**config.mk**
```make
export PLATFORM = sky130hd
export DESIGN_NAME = digital_io
export DESIGN_NICKNAME = d
export VERILOG_FILES = /design/src/rtl/digital_io_pkg.sv /design/src/rtl/digital_io.sv
export SDC_FILE = /design/constraint.sdc
export NUM_CORES = 1
export LEC_CHECK = 0
export BUFFER_PORTS_ARGS = -buffer_cell sky130_fd_sc_hd__buf_2
export CELL_PAD_IN_SITES_DETAIL_PLACEMENT = 0
export CELL_PAD_IN_SITES_GLOBAL_PLACEMENT = 1
export CORE_ASPECT_RATIO = 1.1
export CORE_MARGIN = 1
export CORE_UTILIZATION = 25
export DETAILED_ROUTE_END_ITERATION = 7
export PLACE_DENSITY = 0.6
export REMOVE_ABC_BUFFERS = 1
export SLEW_MARGIN = 25
export SYNTH_ARGS = -nofsm -noshare
export SYNTH_HDL_FRONTEND = slang
export SYNTH_SLANG_ARGS = --single-unit
```
**constraint.sdc**
```tcl
create_clock -name sys_clk -period 5.8 [get_ports sys_clk]
set_input_delay 0.58 -clock sys_clk [delete_from_list [all_inputs] [get_ports sys_clk]]
set_output_delay 0.58 -clock sys_clk [all_outputs]
set_load 0.01 [all_outputs]
```
**src/rtl/digital_io_pkg.sv**
```systemverilog
// register map, field layout, reset values and timing for the digital i/o block
package digital_io_pkg;

   // register byte offsets
   localparam logic [7:0] ADDR_PIN0     = 8'h00;
   localparam logic [7:0] ADDR_PIN1     = 8'h04;
   localparam logic [7:0] ADDR_LEVEL    = 8'h08;
   localparam logic [7:0] ADDR_REMOTE   = 8'h0C;
   localparam logic [7:0] ADDR_STROBE   = 8'h10;
   localparam logic [7:0] ADDR_CATALOG  = 8'h14;
   localparam logic [7:0] ADDR_SANITIZE = 8'h18;

   // pin configuration register fields
   localparam int PIN_FN_LSB  = 0;
   localparam int PIN_FN_W    = 4;
   localparam int PIN_INV_BIT = 4;

   // remote register fields
   localparam int REM_ENA_BIT   = 0;
   localparam int REM_AUTO_BIT  = 1;
   localparam int REM_INH_BIT   = 2;
   localparam int REM_SWON_BIT  = 3;
   localparam int REM_POWER_BIT = 4;

   // strobe register fields
   localparam int STB_RELAY_BIT = 0;
   localparam int STB_PROG_BIT  = 1;
   localparam int STB_TRAN_BIT  = 2;

   // selectable pin functions
   typedef enum logic [3:0] {
      FN_LOW,
      FN_HIGH,
      FN_OUTPUT_STATE,
      FN_FORM,
      FN_FAULT,
      FN_TRANSIENT,
      FN_PROGRAM,
      FN_COUPLING,
      FN_REMOTE,
      FN_STROBE
   } pin_fn_t;

   // values after reset; sanitize restores only RST_REMOTE_ENA and RST_REMOTE_AUTO
   localparam logic [3:0] RST_PIN_FN      = 4'h2;
   localparam logic       RST_PIN_INV     = 1'b0;
   localparam logic       RST_REMOTE_ENA  = 1'b0;
   localparam logic       RST_REMOTE_AUTO = 1'b1;
   localparam logic       RST_INHIBIT     = 1'b0;
   localparam logic [2:0] RST_STROBE_CFG  = 3'h0;

   // one bit per selectable function
   localparam logic [9:0] CATALOG_MASK = 10'h3FF;

   // strobe pulse width
   localparam int CLK_HZ         = 40_000_000;
   localparam int STROBE_NS      = 10_000;
   localparam int STROBE_CYCLES  = (STROBE_NS * (CLK_HZ / 1_000_000)) / 1000;

endpackage

```
**src/rtl/digital_io.sv**
```systemverilog
// digital i/o block: two configurable status pins, remote enable, strobes
`timescale 1ns/100ps

//
// Overview of operation
// - two output pins, index 0 and 1, each with its own function
// - general purpose function drives the software level high or low
// - output-state function shows power output enabled as 1
// - form function shows 1 for single phase, 0 for split or three
// - fault function shows 1 while a fault exists
// - transient function shows 1 while running, paused or stepping
// - program function shows 1 under remote control, 0 local
// - the list of selectable functions can be read
// - each pin has polarity: 1 inverts, 0 normal
// - function and polarity of a pin read back together
// - the level actually driven on each pin reads back as one bit
// - remote enable state bit is writable and readable
// - auto 1: output enables at once when remote enable and input are 1
// - auto 0: input rising edge enables output, falling edge disables
// - auto setting defaults to 1
// - remote inhibit state bit is writable and readable
// - strobe on relay change when enabled
// - strobe on programmed setting change when enabled
// - strobe at start of each transient when enabled
module digital_io
   import digital_io_pkg::*;
#(
   parameter int NUM_PINS     = 2,
   parameter int STROBE_WIDTH = STROBE_CYCLES
) (
   input  wire logic                sys_clk,
   input  wire logic                rst_n,
   input  wire logic                clk_en,
   input  wire logic                psel,
   input  wire logic                penable,
   input  wire logic                pwrite,
   input  wire logic [7:0]          paddr,
   input  wire logic [31:0]         pwdata,
   output logic      [31:0]         prdata,
   output logic                     pready,
   output logic                     pslverr,
   input  wire logic                remote_in,
   input  wire logic                form_single,
   input  wire logic                fault_active,
   input  wire logic                transient_active,
   input  wire logic                remote_control,
   input  wire logic                coupling_active,
   input  wire logic                program_change,
   input  wire logic                transient_start,
   output logic [NUM_PINS-1:0]      digital_io_out,
   output logic                     power_enable,
   output logic                     remote_inhibit
);

   ////////////////////////////////////////////////////////////////////////////
   logic [3:0]          pin_fn_q  [NUM_PINS];
   logic [NUM_PINS-1:0] pin_inv_q;
   logic [NUM_PINS-1:0] pin_q;
   logic                remote_ena_q;
   logic                remote_auto_q;
   logic                inhibit_q;
   logic                sw_on_q;
   logic                power_q;
   logic                power_prev_q;
   logic                pulse_on_relay_change_q;
   logic                strobe_prog_q;
   logic                strobe_tran_q;
   logic                rem_meta_q;
   logic                rem_sync_q;
   logic                rem_prev_q;
   logic                boot_q;
   logic [15:0]         strobe_cnt_q;
   logic                strobe_q;
   logic                pready_q;
   logic                pslverr_q;
   logic [31:0]         prdata_q;
   logic                wr_take;
   logic                setup;
   logic                addr_ok;
   logic                sanitize;
   logic                strobe_fire;
   logic                power_d;
   logic [31:0]         rd_d;

   assign setup    = psel && !penable && clk_en;
   assign wr_take  = psel && penable && pready_q && pwrite && clk_en && !pslverr_q;
   assign sanitize = wr_take && (paddr == ADDR_SANITIZE) && pwdata[0];

   always_comb begin
      addr_ok = 1'b1;
      rd_d    = 32'h0000_0000;
      unique case (paddr)
         ADDR_PIN0, ADDR_PIN1: begin
            rd_d[PIN_FN_LSB +: PIN_FN_W] = pin_fn_q[paddr[2]];
            rd_d[PIN_INV_BIT]            = pin_inv_q[paddr[2]];
         end
         ADDR_LEVEL: begin
            rd_d[NUM_PINS-1:0] = pin_q;
         end
         ADDR_REMOTE: begin
            rd_d[REM_ENA_BIT]   = remote_ena_q;
            rd_d[REM_AUTO_BIT]  = remote_auto_q;
            rd_d[REM_INH_BIT]   = inhibit_q;
            rd_d[REM_SWON_BIT]  = sw_on_q;
            rd_d[REM_POWER_BIT] = power_q;
         end
         ADDR_STROBE: begin
            rd_d[STB_RELAY_BIT] = pulse_on_relay_change_q;
            rd_d[STB_PROG_BIT]  = strobe_prog_q;
            rd_d[STB_TRAN_BIT]  = strobe_tran_q;
         end
         ADDR_CATALOG: begin
            rd_d[9:0] = CATALOG_MASK;
         end
         ADDR_SANITIZE: rd_d = 32'h0000_0000;
         default:       addr_ok = 1'b0;
      endcase
   end

   ////////////////////////////////////////////////////////////////////////////
   // apb: no wait states; read data and pready come from flops loaded in the setup cycle
   always_ff @(posedge sys_clk) begin
      if (!rst_n) begin
         pready_q  <= 1'b0;
         pslverr_q <= 1'b0;
         prdata_q  <= 32'h0000_0000;
      end else if (clk_en) begin
         pready_q  <= setup;
         if (setup) begin
            pslverr_q <= !addr_ok;
            prdata_q  <= (!pwrite && addr_ok) ? rd_d : 32'h0000_0000;
         end else begin
            pslverr_q <= 1'b0;
         end
      end
   end

   assign prdata  = prdata_q;
   assign pready  = pready_q;
   assign pslverr = pslverr_q;

   ////////////////////////////////////////////////////////////////////////////
   // per-pin configuration
   always_ff @(posedge sys_clk) begin
      if (!rst_n) begin
         for (int i = 0; i < NUM_PINS; i++) begin
            pin_fn_q[i] <= RST_PIN_FN;
         end
         pin_inv_q <= {NUM_PINS{RST_PIN_INV}};
      end else if (wr_take && (paddr == ADDR_PIN0 || paddr == ADDR_PIN1)) begin
         pin_fn_q[paddr[2]]  <= pwdata[PIN_FN_LSB +: PIN_FN_W];
         pin_inv_q[paddr[2]] <= pwdata[PIN_INV_BIT];
      end
   end

   // remote enable, auto and inhibit state
   always_ff @(posedge sys_clk) begin
      if (!rst_n) begin
         remote_ena_q  <= RST_REMOTE_ENA;
         remote_auto_q <= RST_REMOTE_AUTO;
         inhibit_q     <= RST_INHIBIT;
         sw_on_q       <= 1'b0;
      end else if (sanitize) begin
         remote_ena_q  <= RST_REMOTE_ENA;
         remote_auto_q <= RST_REMOTE_AUTO;
      end else if (wr_take && paddr == ADDR_REMOTE) begin
         remote_ena_q  <= pwdata[REM_ENA_BIT];
         remote_auto_q <= pwdata[REM_AUTO_BIT];
         inhibit_q     <= pwdata[REM_INH_BIT];
         sw_on_q       <= pwdata[REM_SWON_BIT];
      end
   end

   always_ff @(posedge sys_clk) begin
      if (!rst_n) begin
         {strobe_tran_q, strobe_prog_q, pulse_on_relay_change_q} <= RST_STROBE_CFG;
      end else if (wr_take && paddr == ADDR_STROBE) begin
         pulse_on_relay_change_q <= pwdata[STB_RELAY_BIT];
         strobe_prog_q           <= pwdata[STB_PROG_BIT];
         strobe_tran_q           <= pwdata[STB_TRAN_BIT];
      end
   end

   ////////////////////////////////////////////////////////////////////////////
   // remote input pin crosses in through two flops
   always_ff @(posedge sys_clk) begin
      if (!rst_n) begin
         rem_meta_q <= 1'b0;
         rem_sync_q <= 1'b0;
         rem_prev_q <= 1'b0;
         boot_q     <= 1'b1;
      end else if (clk_en) begin
         rem_meta_q <= remote_in;
         rem_sync_q <= rem_meta_q;
         rem_prev_q <= rem_sync_q;
         boot_q     <= 1'b0;
      end
   end

   // edge mode keeps the last edge's decision; switching auto off freezes the
   // present state until the next edge rather than dropping the output
   always_comb begin
      power_d = power_q;
      if (inhibit_q) begin
         power_d = 1'b0;
      end else if (!remote_ena_q) begin
         power_d = sw_on_q;
      end else if (remote_auto_q) begin
         power_d = rem_sync_q;
      end else if (!boot_q && rem_sync_q && !rem_prev_q) begin
         power_d = 1'b1;
      end else if (!boot_q && !rem_sync_q && rem_prev_q) begin
         power_d = 1'b0;
      end
   end

   always_ff @(posedge sys_clk) begin
      if (!rst_n) begin
         power_q      <= 1'b0;
         power_prev_q <= 1'b0;
      end else if (clk_en) begin
         power_q      <= power_d;
         power_prev_q <= power_q;
      end
   end

   assign power_enable   = power_q;
   assign remote_inhibit = inhibit_q;

   ////////////////////////////////////////////////////////////////////////////
   // strobe pulse; a new trigger during a pulse restarts it
   assign strobe_fire = (pulse_on_relay_change_q && (power_q != power_prev_q))
                     || (strobe_prog_q && program_change)
                     || (strobe_tran_q && transient_start);

   always_ff @(posedge sys_clk) begin
      if (!rst_n) begin
         strobe_cnt_q <= 16'h0000;
         strobe_q     <= 1'b0;
      end else if (clk_en) begin
         if (strobe_fire) begin
            strobe_cnt_q <= 16'(STROBE_WIDTH - 1);
            strobe_q     <= 1'b1;
         end else if (strobe_cnt_q != 16'h0000) begin
            strobe_cnt_q <= strobe_cnt_q - 16'h0001;
         end else begin
            strobe_q <= 1'b0;
         end
      end
   end

   ////////////////////////////////////////////////////////////////////////////
   for (genvar g = 0; g < NUM_PINS; g++) begin : g_pin
      logic src;

      always_comb begin
         unique case (pin_fn_q[g])
            FN_LOW:          src = 1'b0;
            FN_HIGH:         src = 1'b1;
            FN_OUTPUT_STATE: src = power_q;
            FN_FORM:         src = form_single;
            FN_FAULT:        src = fault_active;
            FN_TRANSIENT:    src = transient_active;
            FN_PROGRAM:      src = remote_control;
            FN_COUPLING:     src = coupling_active;
            FN_REMOTE:       src = rem_sync_q;
            FN_STROBE:       src = strobe_q;
            default:         src = 1'b0;
         endcase
      end

      always_ff @(posedge sys_clk) begin
         if (!rst_n) begin
            pin_q[g] <= 1'b0;
         end else if (clk_en) begin
            pin_q[g] <= src ^ pin_inv_q[g];
         end
      end
   end

   assign digital_io_out = pin_q;
endmodule

```
==> flow_metrics.py, run 1 <==
metrics = {
    "logic_synthesis": {
        "synth_cell_types": 55,
        "muxShareOfSynthArea_pct": 3.554,
        "synthCells": 337,
        "synth_compound_area_share_pct": 18.78,
        "ys_ff_latch": 50,
        "yosysTopAreaCellShare_pct": 29.49,
        "synth-adder-area-share_pct": 0.4388,
        "yosys_warnings": 0,
        "synth_top_family_by_area": "simple AND/OR/NAND/NOR gates",
        "synth.yosys.seq_area_share_pct": 37.91,
        "synthTopCellsByArea": "dfxtp_1 (29%), edfxtp_1 (8.4%), buf_4 (6.8%)",
        "yosysMostFrequentCell": "dfxtp_1",
        "synth.largest_area_cell": "dfxtp_1",
        "postSynthAreaPerCell_um2": 8.461,
        "synth-xor-area-share_pct": 3.686,
        "synthArstFlopShare_pct": 0,
        "synth_common_cells": "dfxtp_1 (42), buf_4 (26), nand2_1 (26)",
        "synth.cell_area_um2": 2851,
        "synth_edf_count": 8,
        "synthSimpleGateAreaFrac_pct": 24.79,
        "synth_flop_cell": "dfxtp_1",
    },
    "worst_setup_path": {
        "critical_path_class": "in -> reg",
        "worstPathRequired_ns": 5.85,
        "end_kind": "register",
        "reg2reg_from": "strobe_cnt_q[12]",
        "crit_path_start_kind": "primary input",
        "crit_fanout": 11,
        "cp_cell_sequence": "buf_2 -> or4_4 -> nor4_1 -> buf_4 -> nand3_1 -> or2_2",
        "rr_worst_depth": 5,
        "r2r_slack_ns": 3.62,
        "critPathSlowestCell": "or4_4",
        "startpoint": "paddr[0]",
        "cp.arrival_ns": 2.26,
        "cp_slowest_stage_delay_ns": 0.55,
        "r2r_end": "strobe_cnt_q[7]",
    },
    "sta": {
        "finalHoldViolCount": 0,
        "setup_violations": 0,
        "tightest_slew_ns": 0.6565,
        "skew_ns": 0.005123,
        "max_freq_ghz": 0.4533,
        "tns_ns": 0,
        "period_needed_ns": 2.206,
        "rsz0062_at_grt": "no",
        "post-route-period-util_pct": 38.04,
        "slew_viol_final": 0,
        "slew_headroom_pct": 56.07,
    },
    "floorplan": {
        "die_x_um": 103.8,
        "initial_core_util_pct": 25.90,
        "die_h_um": 114.0,
        "fp-row-count": 40,
        "core_um2": 11010,
        "pin_count": 92,
        "dieArea_um2": 11840,
    },
    "clock_tree": {
        "htreeDepth": 2,
        "cts_resized": 0,
        "cts_made_buffers": 5,
        "cts_tree": "yes",
        "clk_path_buf_depth": 2,
        "clkSlewWorstSetupHoldPaths_ns": 0.07,
        "ctsHoldBuffers": 0,
        "clkSinkCount": 50,
        "cts_setup_buffers": 0,
        "cts_root_buf": "clkbuf_16",
        "clkLatencyLatePin_ns": 0.30,
    },
    "layout": {
        "drive_gt1_share_pct": 16.16,
        "utilization_pct": 29.08,
        "final_nets": 419,
        "antenna_cells": 0,
        "multi_input_area_um2": 1544,
        "area_growth_pct": 12.29,
        "seqCellArea_um2": 1081,
        "nFillCells": 1199,
    },
    "detailed_routing": {
        "ant_nets": 0,
        "routed_wl_um": 7031,
        "drc": 0,
        "via_count": 2406,
        "drt-wirelength-per-cell_um": 13.73,
        "via_per_inst": 4.699,
        "drt_first_pass_iters": 4,
        "drtIter0Drc": 94,
    },
    "pwr": {
        "ir_drop_mv": 0.1310,
        "cellLeakagePower_uw": 0.001243,
        "power_density_nw_per_um2": 356.2,
    },
    "run": {
        "maxCapViolCount": 0,
    },
    "global_routing": {
        "grt.total_usage_pct": 12.51,
        "grt_max_degree": 39,
        "grt_pass1_vias": 2211,
        "grt_pass1_wl_um": 11520,
        "grt-ovfl-total": 0,
        "antenna_found_initial": 0,
    },
    "placement": {
        "dp_hpwl_um": 5187,
        "port-buffer-count": 42,
        "gp_congestion": 0.7650,
    },
    "hold_path": {
        "hold_end": "prdata[2]",
        "hp-start": "prdata[2]",
        "hold_class": "reg -> reg",
        "worstHoldPathCells": 2,
    },
    "status": {
        "status": "finished, final reports clean",
    },
}
worst max path at each step:
stage / endpoint / depth (start not counted)
global route: strobe_cnt_q[7] / 5
floorplan: pin_fn_q[0][1] / 4
global placement: pin_fn_q[0][1] / 6
finish: pin_fn_q[0][1] / 6
CTS: pin_fn_q[0][1] / 6
detailed placement: pin_fn_q[0][1] / 6
cell usage in the layout, fill, tap and decap left out, drive strengths merged, types with 2 or more instances in the layout:
cell type  Yosys  layout
o21ai         17      17
a21oi         15      15
nor2          25      25
dfxtp         42      42
a2111oi        2       2
or4            5       5
or2            3       3
xor2           2       2
nand4b         2       2
nand2b         3       3
clkinv         0       2
a22oi          4       4
nor3b          4       4
nor2b         11      11
nand4          3       3
buf           29      43
and2           7       7
mux2i          9       9
a211oi         4       4
nand3         14      14
a32oi          2       2
nor3           9       9
nand2         26      26
a22o           2       2
nor4           6       6
o41ai          2       2
or3            3       3
edfxtp         8       8
nand3b         7       7
xnor2         10      10
inv            9       9
a21boi        14      14
conb           1      22
o22ai          3       3
o31a           2       2
o21a           4       4
a31oi          3       3
clkbuf        15       5
layout make-up:
type / instances / area share [%]
clock buffers: 5 / 3.908
flip-flops and latches: 50 / 33.76
inverters: 9 / 1.055
well taps: 147 / 5.744
repair buffers: 43 / 6.800
clock inverters: 3 / 0.5080
multi-input cells: 255 / 48.22
per-layer routing:
layer  track usage [%]  vias up  share of wire, %  routed length [um]
met1             15.52     1123                48                3380
li1                  -     1216                 -                   -
met2             20.80       57                46                3223
met4             5.714        0               2.0                 138
met3             2.743       10               4.1                 289
met5                 0        -                 0                   0
worst max-delay path: cells and delay by family:
| family | cells | cell delay [ns] |
|---|---|---|
| buf+inv | 2 | 0.32 |
| simple gates | 4 | 1.34 |
registers in the layout, summed over array words and instances, names as in the netlist, 2 cells and up:
| register | count |
|---|---|
| pin_inv_q | 2 |
| pin_fn_q | 8 |
| strobe_cnt_q | 16 |
| digital_io_out | 2 |
| prdata | 6 |
where the power goes:
part | leakage (uW) | total (uW) | internal [uW] | switching, uW
clock network | 0.0000672 | 292 | 158 | 134
registers | 0.000417 | 444 | 397 | 46.8
logic | 0.000759 | 405 | 165 | 240
metrics by stage:
stage	worst slack [ns]	std cells	power [uW]	hold slack, ns	area, um^2
after global placement	3.310	504	853.7	0.4548	3060
after floorplan	2.942	314	751.3	0.4442	2659
after global routing	3.415	512	1220	0.4981	3202
after detailed placement	3.256	504	855.4	0.4645	3060
final	3.594	512	1140	0.4673	3202
after CTS	3.574	512	1152	0.4757	3202
logic make-up after synthesis:
logic type / after synthesis
buffers and inverters: 53
other: 1
AOI/OAI and AO/OA: 79
muxes: 10
adders and majority gates: 1
xor gates and xnor gates: 12
DFF: 50
and+or+nand+nor: 131
Note: power is estimated with default switching activity, not from simulation.
==> run 2: changes to the inputs <==
- ABC_AREA: default -> 1
- PLACE_DENSITY: 0.6 -> 0.63
- clock period: 5.8 -> 1.9 ns (I/O delays scaled with it)
==> flow_metrics.py, run 2 <==
metrics = {
    "layout": {
        "layout_commonest_cell": "nand2_1",
        "top_register": "strobe_cnt_q",
        "final-instance-count-excl-fill": 677,
        "area_growth_pct": 13.65,
        "largest_register_ffs": 16,
        "multi_input_area_um2": 1723,
        "drive_gt1_share_pct": 18.27,
        "nFillCells": 1394,
        "layout_common_cells": "nand2_1 (112), nor2_1 (78), inv_1 (50), dfxtp_1 (42), buf_2 (42)",
        "seqCellArea_um2": 1081,
        "antenna_cells": 0,
        "final_nets": 574,
    },
    "sta": {
        "period_needed_ns": 1.639,
        "post-route-period-util_pct": 86.24,
        "rsz0062_at_grt": "no",
        "whs_ns": 0.1463,
        "slew_viol_final": 0,
        "tns_ns": 0,
        "skew_ns": 0.006823,
        "setup_violations": 0,
        "finalHoldViolCount": 0,
        "max_freq_ghz": 0.6103,
    },
    "global_routing": {
        "grt_max_degree": 17,
        "grt_pass1_vias": 2744,
        "antenna_found_initial": 0,
        "grt.total_usage_pct": 13.27,
        "grt-ovfl-total": 0,
        "grt_pass1_wl_um": 13590,
    },
    "worst_setup_path": {
        "cp.arrival_ns": 1.62,
        "cp_slowest_stage_delay_ns": 0.37,
        "crit_path_start_kind": "register",
        "end_kind": "register",
        "worstPathRequired_ns": 1.88,
        "critPathSlowestCell": "dfxtp_1",
        "cp_common_cell": "nand2_1",
        "crit_fanout": 6,
        "critical_path_class": "reg -> reg",
        "cp_cell_sequence": "inv_1 -> nor3_1 -> nand3_2 -> nor2_4 -> nand2_1 -> nand2_1",
    },
    "pwr": {
        "ir_drop_mv": 0.5082,
        "p_sw_share_pct": 40.82,
        "internal_power_uw": 2496,
        "clkPwrFrac_pct": 24.7,
        "comb_power_share_pct": 43.8,
        "cellLeakagePower_uw": 0.001728,
        "p_seq_share_pct": 31.6,
        "power_density_nw_per_um2": 1156,
        "p_sw_uw": 1721,
    },
    "logic_synthesis": {
        "synthArstFlopShare_pct": 0,
        "yosysTopAreaCellShare_pct": 26.20,
        "ys_ff_latch": 50,
        "synth_edf_count": 8,
        "synth.cell_area_um2": 3209,
        "synthCells": 479,
        "postSynthAreaPerCell_um2": 6.700,
        "synth.yosys.seq_area_share_pct": 33.68,
        "yosysMostFrequentCell": "nand2_1",
        "synthTopCellsByArea": "dfxtp_1 (26%), nand2_1 (13%), nor2_1 (9.1%)",
        "synth_cell_types": 36,
        "synth_flop_cell": "dfxtp_1",
        "synth.largest_area_cell": "dfxtp_1",
        "yosys_warnings": 0,
        "synth_common_cells": "nand2_1 (112), nor2_1 (78), inv_1 (50)",
    },
    "status": {
        "status": "finished, final reports clean",
    },
    "clock_tree": {
        "clkSinkCount": 50,
        "htreeDepth": 2,
        "cts_root_buf": "clkbuf_16",
        "cts_resized": 0,
        "ctsHoldBuffers": 0,
        "cts_setup_buffers": 0,
        "clk_path_buf_depth": 2,
        "clkSlewWorstSetupHoldPaths_ns": 0.07,
        "cts_tree": "yes",
        "clkLatencyLatePin_ns": 0.29,
        "cts_made_buffers": 5,
    },
    "floorplan": {
        "die_h_um": 120.8,
        "pin_count": 92,
        "initial_core_util_pct": 25.49,
        "fp-row-count": 43,
        "die_x_um": 110.0,
        "dieArea_um2": 13290,
        "core_um2": 12590,
    },
    "detailed_routing": {
        "ant_nets": 0,
        "drtIter0Drc": 98,
        "drt_first_pass_iters": 4,
        "drc": 0,
        "via_count": 2945,
        "via_per_inst": 4.350,
        "routed_wl_um": 8361,
        "drt-wirelength-per-cell_um": 12.35,
    },
    "placement": {
        "dp.cells": 669,
        "dp_hpwl_um": 6666,
        "port-buffer-count": 42,
        "gp_congestion": 0.8261,
    },
    "hold_path": {
        "hold_class": "in -> reg",
    },
    "run": {
        "maxCapViolCount": 0,
    },
}
run 2: stage by stage:
step	cell area, um^2	worst slack, ns	power [uW]	util [%]
finish	3647	0.2614	4217	28.97
CTS	3647	0.2436	4278	28.97
floorplan	3019	0.2540	2831	-
detailed placement	3478	0.2594	3215	27.63
global placement	3478	0.2768	3189	27.63
global route	3647	0.06550	4606	28.97
run 2: cell families (layout without fill, tap and decap cells):
group           after synthesis  count (layout)  synth area share (%)
simple gates                258             258                 36.45
fa+ha+maj                     1               1                0.3898
flops                        50              50                 33.68
other cells                   1              22                0.1168
buf+inv                      93             113                 15.09
xor+xnor                      6               6                 1.637
compound gates               70              70                 12.63
run 2: layout make-up:
class	count	area share, %
clock inverter	3	1.201
sequential	50	29.64
timing repair buffer	49	7.204
multi-input combinational	357	47.24
inverter	56	5.901
clock buffer	5	3.431
tap	157	5.386
run 2: routing by layer:
| metal | vias up | wire, um | track usage, % |
|---|---|---|---|
| li1 | 1565 | - | - |
| met1 | 1322 | 3760 | 16.45 |
| met2 | 54 | 4296 | 24.10 |
| met3 | 4 | 260 | 1.671 |
| met4 | 0 | 44 | 2.750 |
| met5 | - | 0 | 0 |
run 2: worst max-delay path, delay by kind of cell, from the launching register on:
kind	cells	cell delay, ns
buffers and inverters	1	0.05
and+or+nand+nor	5	0.91
DFF	1	0.37
run 2: worst paths after layout:
check | slack, ns | depth (start not counted) | start | endpoint
worst max-delay path | 0.26 | 6 | pready | pin_fn_q[0][1]
worst min-delay path | 0.15 | 3 | remote_in | rem_meta_q
worst max register to register | 0.26 | 6 | pready | pin_fn_q[0][1]
worst min register to register | 0.47 | 2 | prdata[1] | prdata[1]
run 2: power groups by stage:
stage	clock network, uW	logic [uW]	registers [uW]
6_report	1040	1850	1330
5_1_grt	1110	2140	1350
4_1_cts	1080	1870	1330
3_5_place_dp	0	1860	1360
3_3_place_gp	0	1830	1360
2_1_floorplan	0	1510	1330
